[src/rtl/gpio_consts.svh]
// constants of the dual-byte gpio block: offsets, fields, reset values, timing
`ifndef GPIO_CONSTS_SVH
`define GPIO_CONSTS_SVH

// ****************************************
// register indices (byte address = 4 * index, low 10 bits decoded)
// ****************************************
`define IDX_W 10
`define IDX_RISE_B 32'h0FFFF0C8
`define IDX_FALL_B 32'h0FFFF0CA
`define IDX_PORT_C 32'hFFFFF01C
`define IDX_DIR_A 32'hFFFFF038
`define IDX_DIR_B 32'hFFFFF03A
`define IDX_DRV_A 32'hFFFFF0B6
`define IDX_DATA_A 32'hFFFFF018
`define IDX_DATA_B 32'hFFFFF01A
`define IDX_IRQ_STS 32'hFFFFF100
`define IDX_IRQ_MSK 32'hFFFFF101

// ****************************************
// field masks and reset values
// ****************************************
`define DRV_A_MASK 8'h06
`define EDGE_MASK 6'h3F
`define RST_DIR 8'hFF
`define RST_LATCH 8'h00
`define RST_DRV 8'h00
`define RST_EDGE 6'h00
`define RST_PORT_C 8'h00
`define RST_MSK 6'h00

// ****************************************
// noise filter timing
// ****************************************
`define FILT_TIME_NS 30
`define CLK_PERIOD_NS 10
`define FILT_CYCLES ((`FILT_TIME_NS + `CLK_PERIOD_NS - 1) / `CLK_PERIOD_NS)

`endif

[src/rtl/gpio_pkg.sv]
// types shared by the dual-byte gpio block
package gpio_pkg;

  typedef struct packed {
    logic [7:0] out;
    logic [7:0] oe_n;
  } pin_drive_s;

  typedef struct packed {
    logic [7:0] dir_a;
    logic [7:0] dir_b;
    logic [7:0] lat_a;
    logic [7:0] lat_b;
    logic [7:0] lat_c;
    logic [7:0] drv_a;
    logic [5:0] rise_b;
    logic [5:0] fall_b;
    logic [5:0] sts;
    logic [5:0] msk;
    logic [7:0] meta_a;
    logic [7:0] sync_a;
    logic [7:0] meta_b;
    logic [7:0] sync_b;
    logic [9:0] filt;
    logic [9:0][1:0] fcnt;
    logic [5:0] edge_req;
    pin_drive_s pa;
    pin_drive_s pb;
    logic irq;
    logic [31:0] prdata;
    logic pready;
    logic pslverr;
  } gpio_state_s;

endpackage

[src/rtl/gpio_ports.sv]
// dual-byte gpio with third output port, edge qualifiers and apb slave
//
// Behaviour
// - port pins individually output (direction 0) or input (direction 1)
// - input-mode read returns pin level; write updates latch only, pin undriven
// - output-mode read returns latch; written value drives pin at once
// - serial out/clock pins select push-pull or open-drain; drive bits 1,2 only
// - upper four first-port pins filtered before reaching the timers
// - pin driven with latch ORed with alternate-function output
// - reset puts every pin of both ports in input mode
// - direction, drive and edge registers writable bitwise or as a byte; the code writes whole bytes only
// - first port shared with serial, clock out and timer functions; no pull-ups
// - lower six second-port pins filtered; top two carry timer outputs
// - rising edge with its enable set raises a request
// - falling edge with its enable set raises a request
// - reset clears both edge enable registers
// - third port output latch, reset zero, drives its pins
// - edge enables only qualify requests to capture and timer logic; the code also sets interrupt status from them
//
// The implementer's own choice: the APB slave port.
`include "gpio_consts.svh"
`timescale 1ns/100ps
`default_nettype none

module gpio_ports
  import gpio_pkg::*;
(
  input wire logic pclk,
  input wire logic presetn,
  input wire logic psel,
  input wire logic penable,
  input wire logic pwrite,
  input wire logic [11:0] paddr,
  input wire logic [31:0] pwdata,
  input wire logic [3:0] pstrb,
  output logic [31:0] prdata,
  output logic pready,
  output logic pslverr,
  input wire logic [7:0] pa_in,
  input wire logic [7:0] alt_a,
  output pin_drive_s pa_drive,
  input wire logic [7:0] pb_in,
  input wire logic [7:0] alt_b,
  output pin_drive_s pb_drive,
  output logic [7:0] pc_out,
  output logic [3:0] timer_in_a,
  output logic [5:0] capture_b,
  output logic [5:0] edge_req,
  output logic irq
);

  gpio_state_s r_reg;
  gpio_state_s r_next;

  // ****************************************
  // helpers
  // ****************************************
  function automatic logic hit(input logic [11:0] a, input logic [31:0] idx);
    hit = (a[11:2] == idx[`IDX_W-1:0]);
  endfunction

  // input bits read the pin, output bits read the latch
  function automatic logic [7:0] mix_read(input logic [7:0] dir, input logic [7:0] pin,
                                          input logic [7:0] lat);
    mix_read = (dir & pin) | (~dir & lat);
  endfunction

  // open-drain bits only pull low; push-pull drives both levels
  function automatic pin_drive_s drive(input logic [7:0] dir, input logic [7:0] val,
                                       input logic [7:0] od);
    pin_drive_s d;
    d.out = val & ~od;
    d.oe_n = dir | (od & val);
    drive = d;
  endfunction

  // ****************************************
  // next state
  // ****************************************
  logic setup;
  logic wr;
  logic mapped;
  logic [31:0] rd;
  logic [9:0] raw;
  logic [5:0] rise;
  logic [5:0] fall;
  logic [5:0] ev;
  logic [5:0] clr;

  always_comb begin
    r_next = r_reg;
    setup = psel & ~penable;
    wr = psel & penable & pwrite & r_reg.pready & pstrb[0];
    clr = 6'h00;
    rd = 32'h0000_0000;
    mapped = 1'b1;

    // two-flop synchronisers on the pin inputs
    r_next.meta_a = pa_in;
    r_next.sync_a = r_reg.meta_a;
    r_next.meta_b = pb_in;
    r_next.sync_b = r_reg.meta_b;

    // a level is accepted only after it stood FILT_CYCLES samples
    raw = {r_reg.sync_b[5:0], r_reg.sync_a[7:4]};
    for (int i = 0; i < 10; i++) begin
      if (raw[i] == r_reg.filt[i]) begin
        r_next.fcnt[i] = 2'h0;
      end else if (r_reg.fcnt[i] == 2'((`FILT_CYCLES) - 1)) begin
        r_next.filt[i] = raw[i];
        r_next.fcnt[i] = 2'h0;
      end else begin
        r_next.fcnt[i] = r_reg.fcnt[i] + 2'h1;
      end
    end

    // qualified edges are requests to capture and timer logic
    rise = r_next.filt[9:4] & ~r_reg.filt[9:4];
    fall = ~r_next.filt[9:4] & r_reg.filt[9:4];
    ev = (rise & r_reg.rise_b) | (fall & r_reg.fall_b);
    r_next.edge_req = ev;

    // register read decode
    if (hit(paddr, `IDX_DATA_A)) begin
      rd[7:0] = mix_read(r_reg.dir_a, r_reg.sync_a, r_reg.lat_a);
    end else if (hit(paddr, `IDX_DATA_B)) begin
      rd[7:0] = mix_read(r_reg.dir_b, r_reg.sync_b, r_reg.lat_b);
    end else if (hit(paddr, `IDX_PORT_C)) begin
      rd[7:0] = r_reg.lat_c;
    end else if (hit(paddr, `IDX_DIR_A)) begin
      rd[7:0] = r_reg.dir_a;
    end else if (hit(paddr, `IDX_DIR_B)) begin
      rd[7:0] = r_reg.dir_b;
    end else if (hit(paddr, `IDX_DRV_A)) begin
      rd[7:0] = r_reg.drv_a;
    end else if (hit(paddr, `IDX_RISE_B)) begin
      rd[5:0] = r_reg.rise_b;
    end else if (hit(paddr, `IDX_FALL_B)) begin
      rd[5:0] = r_reg.fall_b;
    end else if (hit(paddr, `IDX_IRQ_STS)) begin
      rd[5:0] = r_reg.sts;
    end else if (hit(paddr, `IDX_IRQ_MSK)) begin
      rd[5:0] = r_reg.msk;
    end else begin
      mapped = 1'b0;
    end

    // zero-wait slave: ready in the first access cycle
    r_next.pready = setup;
    r_next.pslverr = setup & ~mapped;
    if (setup && !pwrite) begin
      r_next.prdata = rd;
    end

    // whole-byte writes; single-bit updates are read-modify-write by software
    if (wr && mapped) begin
      if (hit(paddr, `IDX_DATA_A)) begin
        r_next.lat_a = pwdata[7:0];
      end
      if (hit(paddr, `IDX_DATA_B)) begin
        r_next.lat_b = pwdata[7:0];
      end
      if (hit(paddr, `IDX_PORT_C)) begin
        r_next.lat_c = pwdata[7:0];
      end
      if (hit(paddr, `IDX_DIR_A)) begin
        r_next.dir_a = pwdata[7:0];
      end
      if (hit(paddr, `IDX_DIR_B)) begin
        r_next.dir_b = pwdata[7:0];
      end
      if (hit(paddr, `IDX_DRV_A)) begin
        r_next.drv_a = pwdata[7:0] & `DRV_A_MASK;
      end
      if (hit(paddr, `IDX_RISE_B)) begin
        r_next.rise_b = pwdata[5:0] & `EDGE_MASK;
      end
      if (hit(paddr, `IDX_FALL_B)) begin
        r_next.fall_b = pwdata[5:0] & `EDGE_MASK;
      end
      if (hit(paddr, `IDX_IRQ_STS)) begin
        clr = pwdata[5:0];
      end
      if (hit(paddr, `IDX_IRQ_MSK)) begin
        r_next.msk = pwdata[5:0];
      end
    end

    // a new event outranks a clear in the same cycle
    r_next.sts = (r_reg.sts & ~clr) | ev;
    r_next.irq = |(r_next.sts & r_next.msk);

    // pins follow the new latch at the write edge; alternate outputs ORed in.
    // no pull-ups exist, so an undriven input pin floats.
    r_next.pa = drive(r_next.dir_a, r_next.lat_a | alt_a, r_next.drv_a);
    r_next.pb = drive(r_next.dir_b, r_next.lat_b | alt_b, 8'h00);
  end

  // ****************************************
  // state register
  // ****************************************
  always_ff @(posedge pclk or negedge presetn) begin
    if (!presetn) begin
      r_reg <= '0;
      r_reg.dir_a <= `RST_DIR;
      r_reg.dir_b <= `RST_DIR;
      r_reg.lat_a <= `RST_LATCH;
      r_reg.lat_b <= `RST_LATCH;
      r_reg.lat_c <= `RST_PORT_C;
      r_reg.drv_a <= `RST_DRV;
      r_reg.rise_b <= `RST_EDGE;
      r_reg.fall_b <= `RST_EDGE;
      r_reg.msk <= `RST_MSK;
      r_reg.pa.oe_n <= 8'hFF;
      r_reg.pb.oe_n <= 8'hFF;
    end else begin
      r_reg <= r_next;
    end
  end

  assign prdata = r_reg.prdata;
  assign pready = r_reg.pready;
  assign pslverr = r_reg.pslverr;
  assign pa_drive = r_reg.pa;
  assign pb_drive = r_reg.pb;
  assign pc_out = r_reg.lat_c;
  assign timer_in_a = r_reg.filt[3:0];
  assign capture_b = r_reg.filt[9:4];
  assign edge_req = r_reg.edge_req;
  assign irq = r_reg.irq;

  logic wr_a;
  assign wr_a = wr && hit(paddr, `IDX_DATA_A);
endmodule

`default_nettype wire

[config.mk]
export PLATFORM = sky130hd
export DESIGN_NAME = gpio_ports
export DESIGN_NICKNAME = d
export VERILOG_FILES = /design/src/rtl/gpio_pkg.sv /design/src/rtl/gpio_ports.sv
export VERILOG_INCLUDE_DIRS = /design/src /design/src/rtl
export SDC_FILE = /design/constraint.sdc
export NUM_CORES = 1
export LEC_CHECK = 0
export BUFFER_PORTS_ARGS = -buffer_cell sky130_fd_sc_hd__buf_2
export CAP_MARGIN = 0
export CELL_PAD_IN_SITES_DETAIL_PLACEMENT = 0
export CELL_PAD_IN_SITES_GLOBAL_PLACEMENT = 1
export CORE_MARGIN = 3
export CORE_UTILIZATION = 40
export CTS_CLUSTER_SIZE = 12
export DETAILED_ROUTE_END_ITERATION = 16
export HOLD_SLACK_MARGIN = 0.06
export PLACE_DENSITY = 0.83
export SLEW_MARGIN = 10
export SYNTH_ARGS = -nofsm -noshare
export SYNTH_HDL_FRONTEND = slang
export SYNTH_SLANG_ARGS = --single-unit
[constraint.sdc]
create_clock -name pclk -period 2.4 [get_ports pclk]
set_clock_uncertainty 0.15 [all_clocks]
set_input_delay 0.12 -clock pclk [delete_from_list [all_inputs] [get_ports pclk]]
set_output_delay 0.12 -clock pclk [all_outputs]
set_load 0.005 [all_outputs]
* After elaboration in Yosys (flattened, before gate mapping)
Index checks and enable logic that the tools add are counted. W data, S select, Z words.
Word-level totals: output and inout bits 91, input bits 85, register bits 175
Operators by class: reduce and logical (&&, ||, !) cells 12, bitwise logic cells 37, multiplexer cells 66, eq/ne operators 30, $add $sub $neg 10
Operators by type and width (count):
- $mux W8 | 11
- $mux W6 | 11
- $mux W60 | 1
- $and A8 B8 Y8 | 6
- $mux W2 | 21
- $or A8 B8 Y8 | 5
- $and A6 B6 Y6 | 6
- $eq A10 B5 Y1 const B | 3
- $eq A10 B8 Y1 const B | 3
- $not A8 Y8 | 3
- $mux W1 | 22
- $add A2 B1 Y2 const B | 10
- $eq A10 B6 Y1 const B | 2
- $eq A10 B9 Y1 const B | 2
- $eq A2 B2 Y1 const B | 10
- $not A6 Y6 | 3
- $reduce_and A2 Y1 | 8
- $or A6 B6 Y6 | 2
- $eq A1 B1 Y1 | 10
- $and A1 B1 Y1 | 6
- $not A1 Y1 | 6
- $reduce_or A6 Y1 | 1
- $logic_and A1 B1 Y1 | 2
- $logic_not A1 Y1 | 1

* Logic depth before layout (Yosys ltp)
depth after elaboration 18, depth in mapped cells 8, gate-level depth less buffers 7

* Worst setup path after synthesis
No wires, ideal clock.
path type input to register, start in paddr[8], end reg r_reg, in the netlist irq, path slack 0.090 ns, stages 7, data required time 2.124 ns, arrival time 2.034 ns, library setup time 0.126 ns, path through nor4b_4 nand3_2 a2111oi_4 or3_1 buf_6 or3b_1 a221o_1
RTL lines:
- start: declaration | RTL line gpio_ports.sv:33 | input wire logic [11:0] paddr,
- end signal: assignment | RTL line gpio_ports.sv:217 | r_reg <= r_next;
- end: declaration | RTL line gpio_ports.sv:52 | gpio_state_s r_reg;

==> impl_metrics.ini <==
[outcome]
status = finished clean

[critical_path]
crit_fanout = 5
end_kind = register
cp_cell_sequence = dlygate4sd3_1, buf_2, and3_1, and3_1, o211a_4, o31ai_4, buf_4, mux2_2, or2_2
cp_common_cell = and3_1
worst-r2r-cell-count = 7
crit_required_ns = 2.56
cp_top_family = buffers and inverters
cp_slowest_cell = dlygate4sd3_1
r2r-end = irq
r2r_setup_slack_ns = 0.12
startpoint_type = input port
critical_path_depth = 9
arrival_ns = 2.49
cp_slowest_stage_delay_ns = 0.56
worstSetupPathType = input port to register
crit_buf_inv = 3
timing.rr.start = pready

[synth]
synth_edf_count = 0
synth-seq-cells = 175
seq_area_frac_synth = 0.547
synth-async-reset-ratio = 1.00
synth-warning-count = 0
syn_area_per_cell_um2 = 12.1
synthFlopType = dfrtp_1
synthCells = 665
syn_area_um2 = 8060
ys_types = 62

[routing]
viasPerCell = 4.91
dr.pass1.iters = 5
ant_nets = 0
wl_mm = 19.0
drc = 0
wire_per_inst_um = 17.1
drt_iter0_markers = 267
via_count = 5464

[floorplan]
start_util = 0.410
row_count = 51
die_h_um = 148
die_area_um2 = 21900
die_x_um = 148
coreArea_um2 = 19700
io_pins = 176

[power]
leakage_nw = 4.79
ir_drop_mv = 0.534
power.density_nw_per_um2 = 719

[timing]
period_needed_ns = 2.32
max_slew_margin = 0.561
fin_crit_sh = 0.968
setup-violations-final = 0
fmax_mhz = 430
tightest_slew_ns = 0.649
maxSlewViolCount = 0
timing.setup.tns_ns = 0
final_hold_viol_count = 0

[global_route]
antenna_found_initial = 3
overflow = 0
grt_pass1_vias = 5485
grt_usage = 0.177
grt_pass1_wl_mm = 29.8
grt_start_max_net_pins = 67

[clock_network]
insertion_delay_ns = 0.44
htree_levels = 4
tritoncts = yes
cts_max_path_buffers = 2
cts_sinks = 175
cts-root-buf = clkbuf_16
clk_pin_slew_ns = 0.07
cts_buffers = 17

[finish]
final_nets = 918
drive_gt1_frac = 0.411
area_growth_pct = 23.7
final_cell_area_um2 = 9960
largest_reg_flops = 92

[run]
max-cap-violations = 0

[placed_design]
numPortBuffers = 122
hpwlAfterDp_mm = 13.8
gp_congestion = 0.840
dpl-instance-area_um2 = 8860

[min_path]
hp-class = input port to asynchronous set/reset pin
==> report_power, final <==
part           total (mW)  internal (mW)  switching [mW]
Combinational       0.885          0.500           0.385
Clock                2.81           1.61            1.20
Sequential           3.47           3.24           0.226
Total                7.17           5.36            1.81
==> worst max path at each step <==
stage / from / slack, ns / to
finish: pwrite / 0.08 / pb_drive[11]
global route: psel / -0.01 / irq
CTS: pwrite / 0.01 / pb_drive[8]
detailed placement: paddr[7] / -0.1 / irq
global placement: paddr[7] / -0.09 / irq
floorplan: paddr[8] / 0.09 / irq
==> layout make-up <==
class | instances | area [um^2]
fillers | 1772 | 9690
flip-flops and latches | 175 | 4410
multi-input cells | 397 | 2980
repair buffers | 232 | 1600
clock buffers | 19 | 453
well taps | 265 | 332
clock inverters | 13 | 154
inverters | 10 | 37.5
diodes | 2 | 5.00
==> cell usage after synthesis, types with 4 or more instances <==
library cell    n  area, um^2
dfrtp_1       151        3780
buf_4          88         661
mux2_2         80         901
nor2_1         44         165
nand2_1        29         109
dfstp_2        24         631
mux2i_1        24         240
nor2b_1        17         106
nor3b_1        14         105
clkbuf_1       12        45.0
a21oi_1        11        55.1
nand3_1        11        55.1
nor3_1         11        55.1
or2_2          11        68.8
inv_1          10        37.5
o21bai_1       10        75.1
xnor2_1        10        87.6
nand3b_1        9        67.6
o21ai_0         9        45.0
o22ai_1         9        56.3
o221ai_1        7        61.3
a211o_1         5        43.8
a22o_1          5        43.8
a22oi_1         4        30.0
and2_1          4        25.0
and3_1          4        25.0
nand4_1         4        25.0
==> per-stage QoR <==
| stage | hold WS (ns) | setup WS, ns | power (mW) | std cells | util |
|---|---|---|---|---|---|
| after floorplan | -0.326 | 0.0896 | 4.14 | 688 | - |
| after global placement | 0.0236 | -0.0925 | 4.34 | 1033 | 0.451 |
| after detailed placement | 0.0177 | -0.0972 | 4.37 | 1033 | 0.451 |
| after CTS | 0.0995 | 0.0114 | 7.26 | 1110 | 0.505 |
| after global routing | 0.148 | -0.0120 | 7.54 | 1113 | 0.507 |
| final | 0.117 | 0.0766 | 7.17 | 1113 | 0.507 |
==> layout by cell type, fill, tap and decap left out, types with 14 or more instances in the layout <==
cell type	n
nand2_1	29
mux2i_1	24
dfrtp_1	151
clkbuf_16	17
mux2_2	80
dlygate4sd3_1	45
buf_4	61
nor2b_1	17
dfstp_2	24
conb_1	24
nor3b_1	14
buf_2	121
nor2_1	44
==> metal layers <==
metal | share of wire | vias to the layer above | GRT usage
met5 | 0.00068 | - | 0
met4 | 0.0097 | 2 | 0.0411
met3 | 0.069 | 19 | 0.0533
met2 | 0.48 | 167 | 0.282
met1 | 0.44 | 2703 | 0.241
li1 | - | 2573 | -
==> logic make-up after synthesis <==
logic type,after synthesis,synth area share
flops,175,0.547
xor+xnor,11,0.0120
simple gates,180,0.126
compound gates,76,0.0722
buf+inv,116,0.0971
mux,106,0.145
other cells,1,0.000465
==> timing repair <==
action,CTS,global route
setup endpoints to repair,0,26
buffers inserted,0,1
hold buffers,45,0
hold endpoints to repair,272,0
resized for setup,0,5
Note: power is estimated with default switching activity, not from simulation.
